File: config.mk
export PLATFORM = sky130hd
export DESIGN_NAME = speed_ctl
export DESIGN_NICKNAME = d
export VERILOG_FILES = /design/src/rtl/speed_ctl_pkg.sv /design/src/rtl/speed_ctl.sv
export VERILOG_INCLUDE_DIRS = /design/src /design/src/rtl
export SDC_FILE = /design/constraint.sdc
export NUM_CORES = 2
export LEC_CHECK = 0
export ABC_CLOCK_PERIOD_IN_PS = 21100
export BUFFER_PORTS_ARGS = -buffer_cell sky130_fd_sc_hd__buf_2
export CAP_MARGIN = 20
export CORE_MARGIN = 2
export CORE_UTILIZATION = 46
export DETAILED_ROUTE_END_ITERATION = 12
export SETUP_SLACK_MARGIN = 0.1
export SYNTH_ARGS = -nofsm -noshare
export SYNTH_HDL_FRONTEND = slang
export SYNTH_SLANG_ARGS = --single-unit
File: constraint.sdc
create_clock -name clk_sys -period 21.1 [get_ports clk_sys]
set_clock_uncertainty 0.05 [all_clocks]
set_input_delay 0 -clock clk_sys [delete_from_list [all_inputs] [get_ports clk_sys]]
set_output_delay 0 -clock clk_sys [all_outputs]
set_load 0.05 [all_outputs]
File: src/rtl/speed_ctl_defs.svh
/*
 * Offsets, field positions, reset values and timing counts.
 * Assumes a 10 MHz system clock; included by bare name.
 */
`ifndef SPEED_CTL_DEFS_SVH
`define SPEED_CTL_DEFS_SVH
// ----------------------------------------------------------------
// Timing
// ----------------------------------------------------------------
`define CLK_HZ      10000000
`define LOOP_MS     16
`define LOOP_CYC    (`LOOP_MS * (`CLK_HZ / 1000))
`define BOOT_MS     1000
`define BOOT_CYC    (`BOOT_MS * (`CLK_HZ / 1000))
`define SLOW_MS     500
`define SLOW_CYC    (`SLOW_MS * (`CLK_HZ / 1000))
`define FAST_MS     100
`define FAST_CYC    (`FAST_MS * (`CLK_HZ / 1000))
`define LOST_MS     100
`define LOST_CYC    (`LOST_MS * (`CLK_HZ / 1000))
`define US_CYC      (`CLK_HZ / 1000000)
`define RC_MIN_US   12'd1000
`define RC_MID_US   12'd1500
`define RC_MAX_US   12'd2000
`define RC_LO_US    12'd800
`define RC_HI_US    12'd2200
// ----------------------------------------------------------------
// Register map (byte addresses) and fields
// ----------------------------------------------------------------
`define ADDR_CTRL   12'h000
`define ADDR_GAIN   12'h004
`define ADDR_SETPT  12'h008
`define ADDR_CMD    12'h00C
`define ADDR_STAT   12'h010
`define ADDR_POWER  12'h014
`define ADDR_RCCMD  12'h018
`define CTRL_SERIAL 0
`define CTRL_ENC    1
`define GAIN_RST    24'h100408
`define RESET_KEY   32'h00525354
`define PWR_MAX     8'sd127
`endif

File: src/rtl/speed_ctl_pkg.sv
/*
 * Types shared by the speed regulator.
 * Assumes speed_ctl_defs.svh supplies the numbers.
 */
package speed_ctl_pkg;
	// Signed 8-bit speed, command or power value
	typedef logic signed [7:0] cmd_t;
	// Indicator sequencer states
	typedef enum logic [1:0] {LED_BOOT, LED_MODE, LED_SOLID, LED_FAST}
		led_state_t;
endpackage

File: src/rtl/speed_ctl.sv
/*
 * Two-channel closed-loop speed regulator with status indicator,
 * fault latching and radio pulse command inputs, on an APB slave.
 * Assumes one 10 MHz clock; pins are asynchronous and synchronised
 * here; measured speeds come from logic on the same clock.
 */
// The register offsets and the APB register port were decided locally.
`timescale 1ns/1ns
`include "speed_ctl_defs.svh"
module speed_ctl #(
	parameter int LOOP_CYC = `LOOP_CYC,
	parameter int BOOT_CYC = `BOOT_CYC,
	parameter int SLOW_CYC = `SLOW_CYC,
	parameter int FAST_CYC = `FAST_CYC,
	parameter int LOST_CYC = `LOST_CYC
) (
	input  wire logic                clk_sys,
	input  wire logic                rstn,
	input  wire logic                psel,
	input  wire logic                penable,
	input  wire logic                pwrite,
	input  wire logic [11:0]         paddr,
	input  wire logic [31:0]         pwdata,
	output logic      [31:0]         prdata_q,
	output logic                     pready_q,
	output logic                     pslverr_q,
	input  wire speed_ctl_pkg::cmd_t meas_a,
	input  wire speed_ctl_pkg::cmd_t meas_b,
	input  wire logic                over_temp,
	input  wire logic                over_volt,
	input  wire logic                under_volt,
	input  wire logic                dead_man,
	input  wire logic                stop_or_invert_input,
	input  wire logic                enc_err,
	input  wire logic                radio_pulse_in_first,
	input  wire logic                radio_pulse_in_second,
	input  wire logic                radio_pulse_in_third,
	output speed_ctl_pkg::cmd_t      pwr_a_q,
	output speed_ctl_pkg::cmd_t      pwr_b_q,
	output logic                     out_en_q,
	output logic [1:0]               acc_out_q,
	output logic                     led_q
);
	import speed_ctl_pkg::*;

	// ------------------------------------------------------------
	// Functions
	// ------------------------------------------------------------
	// Clamp a wide signed value to the power limits
	function automatic cmd_t sat8(input logic signed [27:0] v);
		if (v > 28'sd127)
			sat8 = `PWR_MAX;
		else if (v < -28'sd127)
			sat8 = -`PWR_MAX;
		else
			sat8 = v[7:0];
	endfunction
	// Saturating integral accumulate
	function automatic logic signed [15:0] isat(
		input logic signed [15:0] a,
		input logic signed [8:0]  e);
		logic signed [16:0] s;
		s = 17'(a) + 17'(e);
		if (s > 17'sd32767)
			isat = 16'sh7FFF;
		else if (s < -17'sd32767)
			isat = -16'sh7FFF;
		else
			isat = s[15:0];
	endfunction
	// Shared-gain PID sum; gains zero-extend into signed so >>> keeps the sign
	function automatic cmd_t pid(
		input logic signed [8:0]  e,
		input logic signed [8:0]  pe,
		input logic signed [15:0] ig,
		input logic [23:0]        g);
		logic signed [27:0] p;
		logic signed [27:0] i;
		logic signed [27:0] d;
		p = 28'(e) * $signed({20'h0, g[7:0]});
		i = (28'(ig) * $signed({20'h0, g[15:8]})) >>> 8;
		d = (28'(e) - 28'(pe))
			* $signed({20'h0, g[23:16]});
		pid = sat8((p + i + d) >>> 4);
	endfunction
	// Pulse width in microseconds to signed command
	function automatic cmd_t rc_scale(input logic [11:0] w);
		logic signed [27:0] d;
		d = 28'($signed({1'b0, w}))
			- 28'($signed({1'b0, `RC_MID_US}));
		rc_scale = sat8((d * 28'sd127) / 28'sd500);
	endfunction
	// ------------------------------------------------------------
	// Pin synchronisers
	// ------------------------------------------------------------
	logic [8:0] sync1_q;   // First stage, read only by second
	logic [8:0] sync2_q;   // Safe copies of the pins
	always_ff @(posedge clk_sys or negedge rstn) begin
		if (!rstn) begin
			sync1_q <= 9'h000;
			sync2_q <= 9'h000;
		end else begin
			sync1_q <= {radio_pulse_in_third, radio_pulse_in_second,
				radio_pulse_in_first, enc_err, stop_or_invert_input,
				dead_man, under_volt, over_volt, over_temp};
			sync2_q <= sync1_q;
		end
	end
	logic       recov;     // Any recoverable fault
	logic [2:0] rc_pin;    // Synchronised radio inputs
	assign recov  = |sync2_q[3:0];
	assign rc_pin = sync2_q[8:6];

	// ------------------------------------------------------------
	// Register file
	// ------------------------------------------------------------
	logic [1:0]  ctrl_q;    // Serial mode, encoder fitted
	logic [23:0] gain_q;    // Shared D, I, P gains
	logic [15:0] setpt_q;   // Serial setpoints B, A
	logic        latched_q; // Latched output-off state
	logic        clr_key;   // Reset command written
	logic        acc_cyc;   // Access edge of a transfer
	cmd_t        rc_cmd_q [3];
	logic [2:0]  rc_ok_q;
	assign acc_cyc = psel & penable & pready_q;
	assign clr_key = acc_cyc & pwrite & (paddr == `ADDR_CMD)
		& (pwdata == `RESET_KEY) & ctrl_q[`CTRL_SERIAL];
	// Writes take effect at the access edge
	always_ff @(posedge clk_sys or negedge rstn) begin
		if (!rstn) begin
			ctrl_q  <= 2'h0;            // Radio mode
			gain_q  <= `GAIN_RST;       // One set for both
			setpt_q <= 16'h0000;
		end else if (acc_cyc & pwrite) begin
			if (paddr == `ADDR_CTRL)
				ctrl_q <= pwdata[1:0];
			else if (paddr == `ADDR_GAIN)
				gain_q <= pwdata[23:0];
			else if (paddr == `ADDR_SETPT)
				setpt_q <= pwdata[15:0];
		end
	end

	// One wait-free access: ready rises in the first access cycle
	always_ff @(posedge clk_sys or negedge rstn) begin
		if (!rstn) begin
			pready_q  <= 1'b0;
			pslverr_q <= 1'b0;
			prdata_q  <= 32'h0000_0000;
		end else begin
			pready_q  <= psel & ~penable;
			pslverr_q <= 1'b0;
			prdata_q  <= 32'h0000_0000;
			if (psel & ~penable) begin
				if (paddr == `ADDR_CTRL)
					prdata_q <= {30'h0, ctrl_q};
				else if (paddr == `ADDR_GAIN)
					prdata_q <= {8'h00, gain_q};
				else if (paddr == `ADDR_SETPT)
					prdata_q <= {16'h0000, setpt_q};
				else if (paddr == `ADDR_CMD)
					prdata_q <= 32'h0000_0000;
				else if (paddr == `ADDR_STAT)
					prdata_q <= {24'h0, rc_ok_q, acc_out_q,
						latched_q, recov, out_en_q};
				else if (paddr == `ADDR_POWER)
					prdata_q <= {16'h0000, pwr_b_q, pwr_a_q};
				else if (paddr == `ADDR_RCCMD)
					prdata_q <= {8'h00, rc_cmd_q[2], rc_cmd_q[1],
						rc_cmd_q[0]};
				else
					pslverr_q <= 1'b1;  // Unmapped address
			end
		end
	end

	// ------------------------------------------------------------
	// Fault handling
	// ------------------------------------------------------------
	logic latch_set;   // Stop input or encoder error
	assign latch_set = sync2_q[4]
		| (sync2_q[5] & ctrl_q[`CTRL_ENC]);
	// Latch wins over a simultaneous clear
	always_ff @(posedge clk_sys or negedge rstn) begin
		if (!rstn)
			latched_q <= 1'b0;
		else if (latch_set)
			latched_q <= 1'b1;
		else if (clr_key)
			latched_q <= 1'b0;
	end
	// Output enable follows faults and radio validity
	always_ff @(posedge clk_sys or negedge rstn) begin
		if (!rstn)
			out_en_q <= 1'b0;
		else
			out_en_q <= ~latched_q & ~latch_set & ~recov
				& (ctrl_q[`CTRL_SERIAL] | &rc_ok_q[1:0]);
	end

	// ------------------------------------------------------------
	// Radio pulse capture
	// ------------------------------------------------------------
	logic [3:0]  us_cnt_q;   // Microsecond divider
	logic        us_tick;
	logic [2:0]  rc_prev_q;  // Previous pin level
	logic [11:0] rc_w_q  [3];
	logic [23:0] rc_idle_q [3];
	assign us_tick = (us_cnt_q == 4'(`US_CYC - 1));
	always_ff @(posedge clk_sys or negedge rstn) begin
		if (!rstn)
			us_cnt_q <= 4'h0;
		else if (us_tick)
			us_cnt_q <= 4'h0;
		else
			us_cnt_q <= us_cnt_q + 4'h1;
	end
	// Width measure, range check and loss watchdog per channel
	always_ff @(posedge clk_sys or negedge rstn) begin
		if (!rstn) begin
			rc_prev_q <= 3'h0;
			rc_ok_q   <= 3'h0;
			for (int c = 0; c < 3; c++) begin
				rc_w_q[c]    <= 12'h000;
				rc_idle_q[c] <= 24'h000000;
				rc_cmd_q[c]  <= 8'sh00;
			end
		end else begin
			rc_prev_q <= rc_pin;
			for (int c = 0; c < 3; c++) begin
				if (rc_pin[c] & ~rc_prev_q[c])
					rc_w_q[c] <= {11'h000, us_tick};
				else if (rc_pin[c] & us_tick & ~&rc_w_q[c])
					rc_w_q[c] <= rc_w_q[c] + 12'h001;
				if (~rc_pin[c] & rc_prev_q[c]) begin
					rc_idle_q[c] <= 24'h000000;
					if (rc_w_q[c] < `RC_LO_US
						|| rc_w_q[c] > `RC_HI_US)
						rc_ok_q[c] <= 1'b0;
					else begin
						rc_ok_q[c]  <= 1'b1;
						rc_cmd_q[c] <= rc_scale(rc_w_q[c]);
					end
				end else if (rc_idle_q[c] >= 24'(LOST_CYC - 1))
					rc_ok_q[c] <= 1'b0;
				else
					rc_idle_q[c] <= rc_idle_q[c] + 24'h000001;
			end
		end
	end

	// Accessories follow the third channel while it is valid, in radio mode with no encoder fitted
	always_ff @(posedge clk_sys or negedge rstn) begin
		if (!rstn)
			acc_out_q <= 2'b00;
		else if (ctrl_q[`CTRL_SERIAL] | ctrl_q[`CTRL_ENC]
			| ~rc_ok_q[2])
			acc_out_q <= 2'b00;
		else
			acc_out_q <= {2{rc_cmd_q[2] > 8'sh00}};
	end
	// ------------------------------------------------------------
	// PID loop
	// ------------------------------------------------------------
	logic [23:0]        loop_cnt_q;
	logic               loop_tick;
	logic signed [8:0]  err_q   [2];   // Error of last period
	logic signed [15:0] integ_q [2];
	logic signed [8:0]  err_d   [2];
	cmd_t               des     [2];
	cmd_t               meas    [2];
	assign loop_tick = (loop_cnt_q == 24'(LOOP_CYC - 1));
	assign des[0]  = ctrl_q[`CTRL_SERIAL] ? setpt_q[7:0] : rc_cmd_q[0];
	assign des[1]  = ctrl_q[`CTRL_SERIAL] ? setpt_q[15:8] : rc_cmd_q[1];
	assign meas[0] = meas_a;
	assign meas[1] = meas_b;

	// Error of the current period
	always_comb begin
		for (int c = 0; c < 2; c++)
			err_d[c] = 9'(des[c]) - 9'(meas[c]);
	end

	always_ff @(posedge clk_sys or negedge rstn) begin
		if (!rstn)
			loop_cnt_q <= 24'h000000;
		else if (loop_tick)
			loop_cnt_q <= 24'h000000;
		else
			loop_cnt_q <= loop_cnt_q + 24'h000001;
	end

	// Integral grows while speed falls short, until it saturates at +/-32767
	always_ff @(posedge clk_sys or negedge rstn) begin
		if (!rstn) begin
			for (int c = 0; c < 2; c++) begin
				err_q[c]   <= 9'sh000;
				integ_q[c] <= 16'sh0000;
			end
		end else if (loop_tick) begin
			for (int c = 0; c < 2; c++) begin
				err_q[c] <= err_d[c];
				if (out_en_q)
					integ_q[c] <= isat(integ_q[c], err_d[c]);
			end
		end
	end

	// Power stage commands, zero while output is off
	always_ff @(posedge clk_sys or negedge rstn) begin
		if (!rstn) begin
			pwr_a_q <= 8'sh00;
			pwr_b_q <= 8'sh00;
		end else if (~out_en_q) begin
			pwr_a_q <= 8'sh00;
			pwr_b_q <= 8'sh00;
		end else if (loop_tick) begin
			pwr_a_q <= pid(err_d[0], err_q[0], integ_q[0], gain_q);
			pwr_b_q <= pid(err_d[1], err_q[1], integ_q[1], gain_q);
		end
	end

	// ------------------------------------------------------------
	// Status indicator
	// ------------------------------------------------------------
	led_state_t  led_st_q;
	logic [23:0] led_cnt_q;
	logic [23:0] half;        // Half period of the blink
	assign half = (led_st_q == LED_FAST) ? 24'(FAST_CYC - 1)
		: ctrl_q[`CTRL_SERIAL] ? 24'(SLOW_CYC / 2 - 1)
		: 24'(SLOW_CYC - 1);
	// Boot delay, then mode flash, solid or fast flash
	always_ff @(posedge clk_sys or negedge rstn) begin
		if (!rstn) begin
			led_st_q  <= LED_BOOT;
			led_cnt_q <= 24'h000000;
			led_q     <= 1'b0;
		end else begin
			case (led_st_q)
				LED_BOOT: begin
					if (led_cnt_q >= 24'(BOOT_CYC - 1)) begin
						led_st_q  <= LED_MODE;
						led_cnt_q <= 24'h000000;
						led_q     <= 1'b1;   // First flash at once
					end else
						led_cnt_q <= led_cnt_q + 24'h000001;
				end
				default: begin
					if (latched_q)
						led_st_q <= LED_FAST;
					else if (recov)
						led_st_q <= LED_SOLID;
					else
						led_st_q <= LED_MODE;
					if (led_st_q == LED_SOLID)
						led_q <= 1'b1;
					else if (led_cnt_q >= half) begin
						led_cnt_q <= 24'h000000;
						led_q     <= ~led_q;
					end else
						led_cnt_q <= led_cnt_q + 24'h000001;
				end
			endcase
		end
	end
endmodule

==> results.txt <==
Number of H-tree branching levels - 2
I/O pin count - 128
Int Pwr - 1.609 mW
Pin count of the biggest net entering global routing - 148
Switching share of power - 42.26%
Instance count along the most critical hold path - 5
PortBufs - 119
Total of fill cells in the finished design - 12690
CTS Buffer Depth - 3
Longest individual stage delay on the worst path - 770 ps
Required time at the worst-slack endpoint - 21580 ps
Core Box Area - 0.1318 mm^2
CP most frequent cell - sky130_fd_sc_hd__xnor2_1
CP max FO - 21
Vias post-DR - 51230
Layout Cell Area excl Fill - 0.06583 mm^2
Wire length per cell after detailed routing - 17.76 um
Top achievable clock speed - 0.05339 GHz
Final critical path time including I/O delays and setup - 18730 ps
Total CTS buffers - 43
Leakage component of the power - 31.45 nW
Number of pins exceeding their max-slew limit in the final report - 0
Clk pwr share - 28.1%
Netlist cell types - 132
Source-to-sink clock delay at the later pin of the worst-skew pair - 630 ps
Number of global-route vias before repair - 50920
Avg Inst Size Synth - 8.442 um^2
Element type at the critical path start - flop
Accumulated negative setup slack - 0 ps
Vias per cell - 5.619
Initial core utilization - 46.45%
Largest vdd supply drop - 0.00006821 V
Final estimated routing congestion in global placement - 0.9011
Total wirelength of the detailed-routed design - 161900 um
Net count of the finished layout - 8539
Ratio of cells with drive above 1 in the final layout - 7.041%
Worst slew margin - 27.55%
Number of synthesis warnings - 0
Total die area - 0.1360 mm^2
Number of clock sinks seen by CTS - 348
Count of unresolved DRC violations after routing - 0
Final Hold Viols - 0
Std-Cell Rows - 133
RSZ-0062 raised after global routing - no
Leftover overflow at the end of global routing - 0
Share of power burned in registers - 25.3%
Arrival time of the worst setup path - 19210 ps
Number of synthesized flops with an enable pin - 0
Number of violations reported at the end of detailed-routing iteration 0 - 3496
Root buffer cell - sky130_fd_sc_hd__clkbuf_16
TritonCTS clock tree - done
Logic pwr share - 46.5%
Number of cells on the worst reg-to-reg path - 55
CP max stage cell - sky130_fd_sc_hd__nor4_1
Count of endpoints failing setup in the final report - 0
Area after DPL - 0.06373 mm^2
Post-route antenna net violation count - 0
Power per cell area - 42.33 mW/mm^2
Run status - finished clean
Worst Max-Slew Pin Slew - 1085 ps
Fin crit share - 88.77%
Netlist area before placement - 0.06122 mm^2
First-pass iteration count of the detailed router - 9
Half-perimeter wire length of the detailed placement result - 129400 um
Instance count of the mapped netlist - 7252
Startpoint-to-endpoint class of the critical path - reg2reg
Horizontal die dimension - 368.8 um
Endpoint type of the worst setup path - flop
Asr flop ratio synth - 100.0%
Clock-pin slew on the worst setup and hold paths - 60 ps
Most used flip-flop cell after synthesis - sky130_fd_sc_hd__dfrtp_1
Net load switching power - 1.177 mW
Antenna violations before repair - 11
First-pass GRT wire length - 267900 um
Total Routing Usage GR - 23.86%
Max cap viols - 0
Worst hold path type - in2reg
Setup Buffers After CTS - 0
Signed area change from the synthesized netlist to the final layout - 7.522%
Chip Height - 368.8 um
Register bit total from synthesis - 348
Register area share after synthesis - 14.23%
[layer usage]
layer  global-route usage, %  routed length [um]  part of all wire [%]  vias to the layer above
met5                       0                  35                 0.022                        -
met4                   5.973                4156                   2.6                        6
met3                   3.223                8742                   5.4                      220
met2                   39.17               75040                    46                     1195
met1                   33.14               73960                    46                    25120
li1                        -                   -                     -                    24690
[worst max-delay path: cells and delay by family, from the launching register on]
kind | cells | cell delay, ps
adder cells (fa/ha/maj) | 6 | 2560
multiplexers | 2 | 1120
AND/OR/NAND/NOR | 13 | 3500
XOR/XNOR | 6 | 2770
flip-flops | 1 | 510
buffers and inverters | 4 | 360
AO/OA/AOI/OAI | 24 | 7760
[layout make-up]
class	count	area, um^2	share of cell area [%]
multi-input cells	5596	47580	72.27
flip-flops and latches	348	8712	13.23
inverters	1079	4050	6.152
well taps	1755	2196	3.336
repair buffers	254	1809	2.748
clock buffers	62	1247	1.895
clock inverters	18	226.5	0.3440
diodes	5	12.51	0.01901
[Yosys cell counts (179+ instances only)]
cell | instances | area, um^2
sky130_fd_sc_hd__clkbuf_1 | 188 | 705.7
sky130_fd_sc_hd__ha_1 | 453 | 5668
sky130_fd_sc_hd__dfrtp_1 | 345 | 8633
sky130_fd_sc_hd__and2_1 | 346 | 2165
sky130_fd_sc_hd__xnor2_1 | 313 | 2741
sky130_fd_sc_hd__nand2_1 | 636 | 2387
sky130_fd_sc_hd__a21oi_1 | 326 | 1632
sky130_fd_sc_hd__nor2_1 | 499 | 1873
sky130_fd_sc_hd__fa_1 | 690 | 13810
sky130_fd_sc_hd__xor2_1 | 179 | 1568
sky130_fd_sc_hd__o21ai_0 | 271 | 1356
sky130_fd_sc_hd__inv_1 | 1077 | 4043
[power groups by stage]
stage / logic [mW] / registers, mW / clock network (mW)
2_1_floorplan: 0.989 / 0.708 / 0
3_3_place_gp: 1.26 / 0.717 / 0
3_5_place_dp: 1.26 / 0.718 / 0
4_1_cts: 1.28 / 0.706 / 0.806
5_1_grt: 1.43 / 0.708 / 0.832
6_report: 1.30 / 0.706 / 0.783
[path summary, 6_finish.rpt]
| path | to | from | slack [ps] |
|---|---|---|---|
| worst max-delay path | rc_cmd_q[1] | rc_w_q[3] | 2370 |
| worst min-delay path | latched_q | paddr[5] | 30 |
| worst max register to register | rc_cmd_q[1] | rc_w_q[3] | 2370 |
| worst min register to register | sync2_q[2] | sync1_q[2] | 280 |
| max in group asynchronous | rc_idle_q[35] | rstn | 18980 |
| min in group asynchronous | gain_q[20] | rstn | 510 |
[cell usage in the layout (no fill, tap or decap), types with 62 or more instances in the layout]
cell / instances
sky130_fd_sc_hd__and3_1: 80
sky130_fd_sc_hd__nand4_1: 71
sky130_fd_sc_hd__a21oi_1: 326
sky130_fd_sc_hd__nor2_1: 496
sky130_fd_sc_hd__nor2b_1: 72
sky130_fd_sc_hd__mux2_2: 85
sky130_fd_sc_hd__o21ai_0: 270
sky130_fd_sc_hd__nor3_1: 150
sky130_fd_sc_hd__nand2_1: 636
sky130_fd_sc_hd__a21o_1: 85
sky130_fd_sc_hd__nand3_1: 150
sky130_fd_sc_hd__dfrtp_1: 345
sky130_fd_sc_hd__fa_1: 690
sky130_fd_sc_hd__buf_4: 76
sky130_fd_sc_hd__xor2_1: 178
sky130_fd_sc_hd__o21a_1: 79
sky130_fd_sc_hd__ha_1: 453
sky130_fd_sc_hd__and2_1: 346
sky130_fd_sc_hd__a211oi_1: 62
sky130_fd_sc_hd__inv_1: 1077
sky130_fd_sc_hd__xnor2_1: 311
sky130_fd_sc_hd__buf_2: 119
[cell families (layout without fill, tap and decap cells)]
family,count (synthesis),after routing,share of synthesized area (%)
multiplexers,132,132,2.342
AND/OR/NAND/NOR,2317,2317,18.94
AO/OA/AOI/OAI,1487,1487,17.10
other,1,13,0.006125
flip-flops,348,348,14.23
adder cells (fa/ha/maj),1159,1159,32.08
XOR/XNOR,493,493,7.065
buffers and inverters,1315,1413,8.236
[through the flow]
stage	setup WS (ps)	total power, mW	util, %	std cells	hold slack [ps]
5_1_grt	578.4	2.975	49.94	9112	41.56
3_3_place_gp	2934	1.977	48.34	8972	-54.45
6_report	2370	2.786	49.95	9117	31.10
4_1_cts	2479	2.793	49.90	9108	0.8928
3_5_place_dp	2527	1.982	48.35	8974	-57.65
2_1_floorplan	5765	1.697	-	7259	-345.6
[registers in the layout, indices dropped and copies added (netlist names), 16 cells and up]
| register | cells |
|---|---|
| err_q | 18 |
| gain_q | 24 |
| integ_q | 32 |
| led_cnt_q | 24 |
| loop_cnt_q | 24 |
| prdata_q | 24 |
| rc_cmd_q | 24 |
| rc_idle_q | 72 |
| rc_w_q | 36 |
| setpt_q | 16 |
[repair_timing]
item | 4_1_cts | 5_1_grt
gates resized for setup | 0 | 0
hold buffers | 54 | 0
hold endpoints to repair | 148 | 0
No activity file was read; power rests on OpenSTA's default activity.
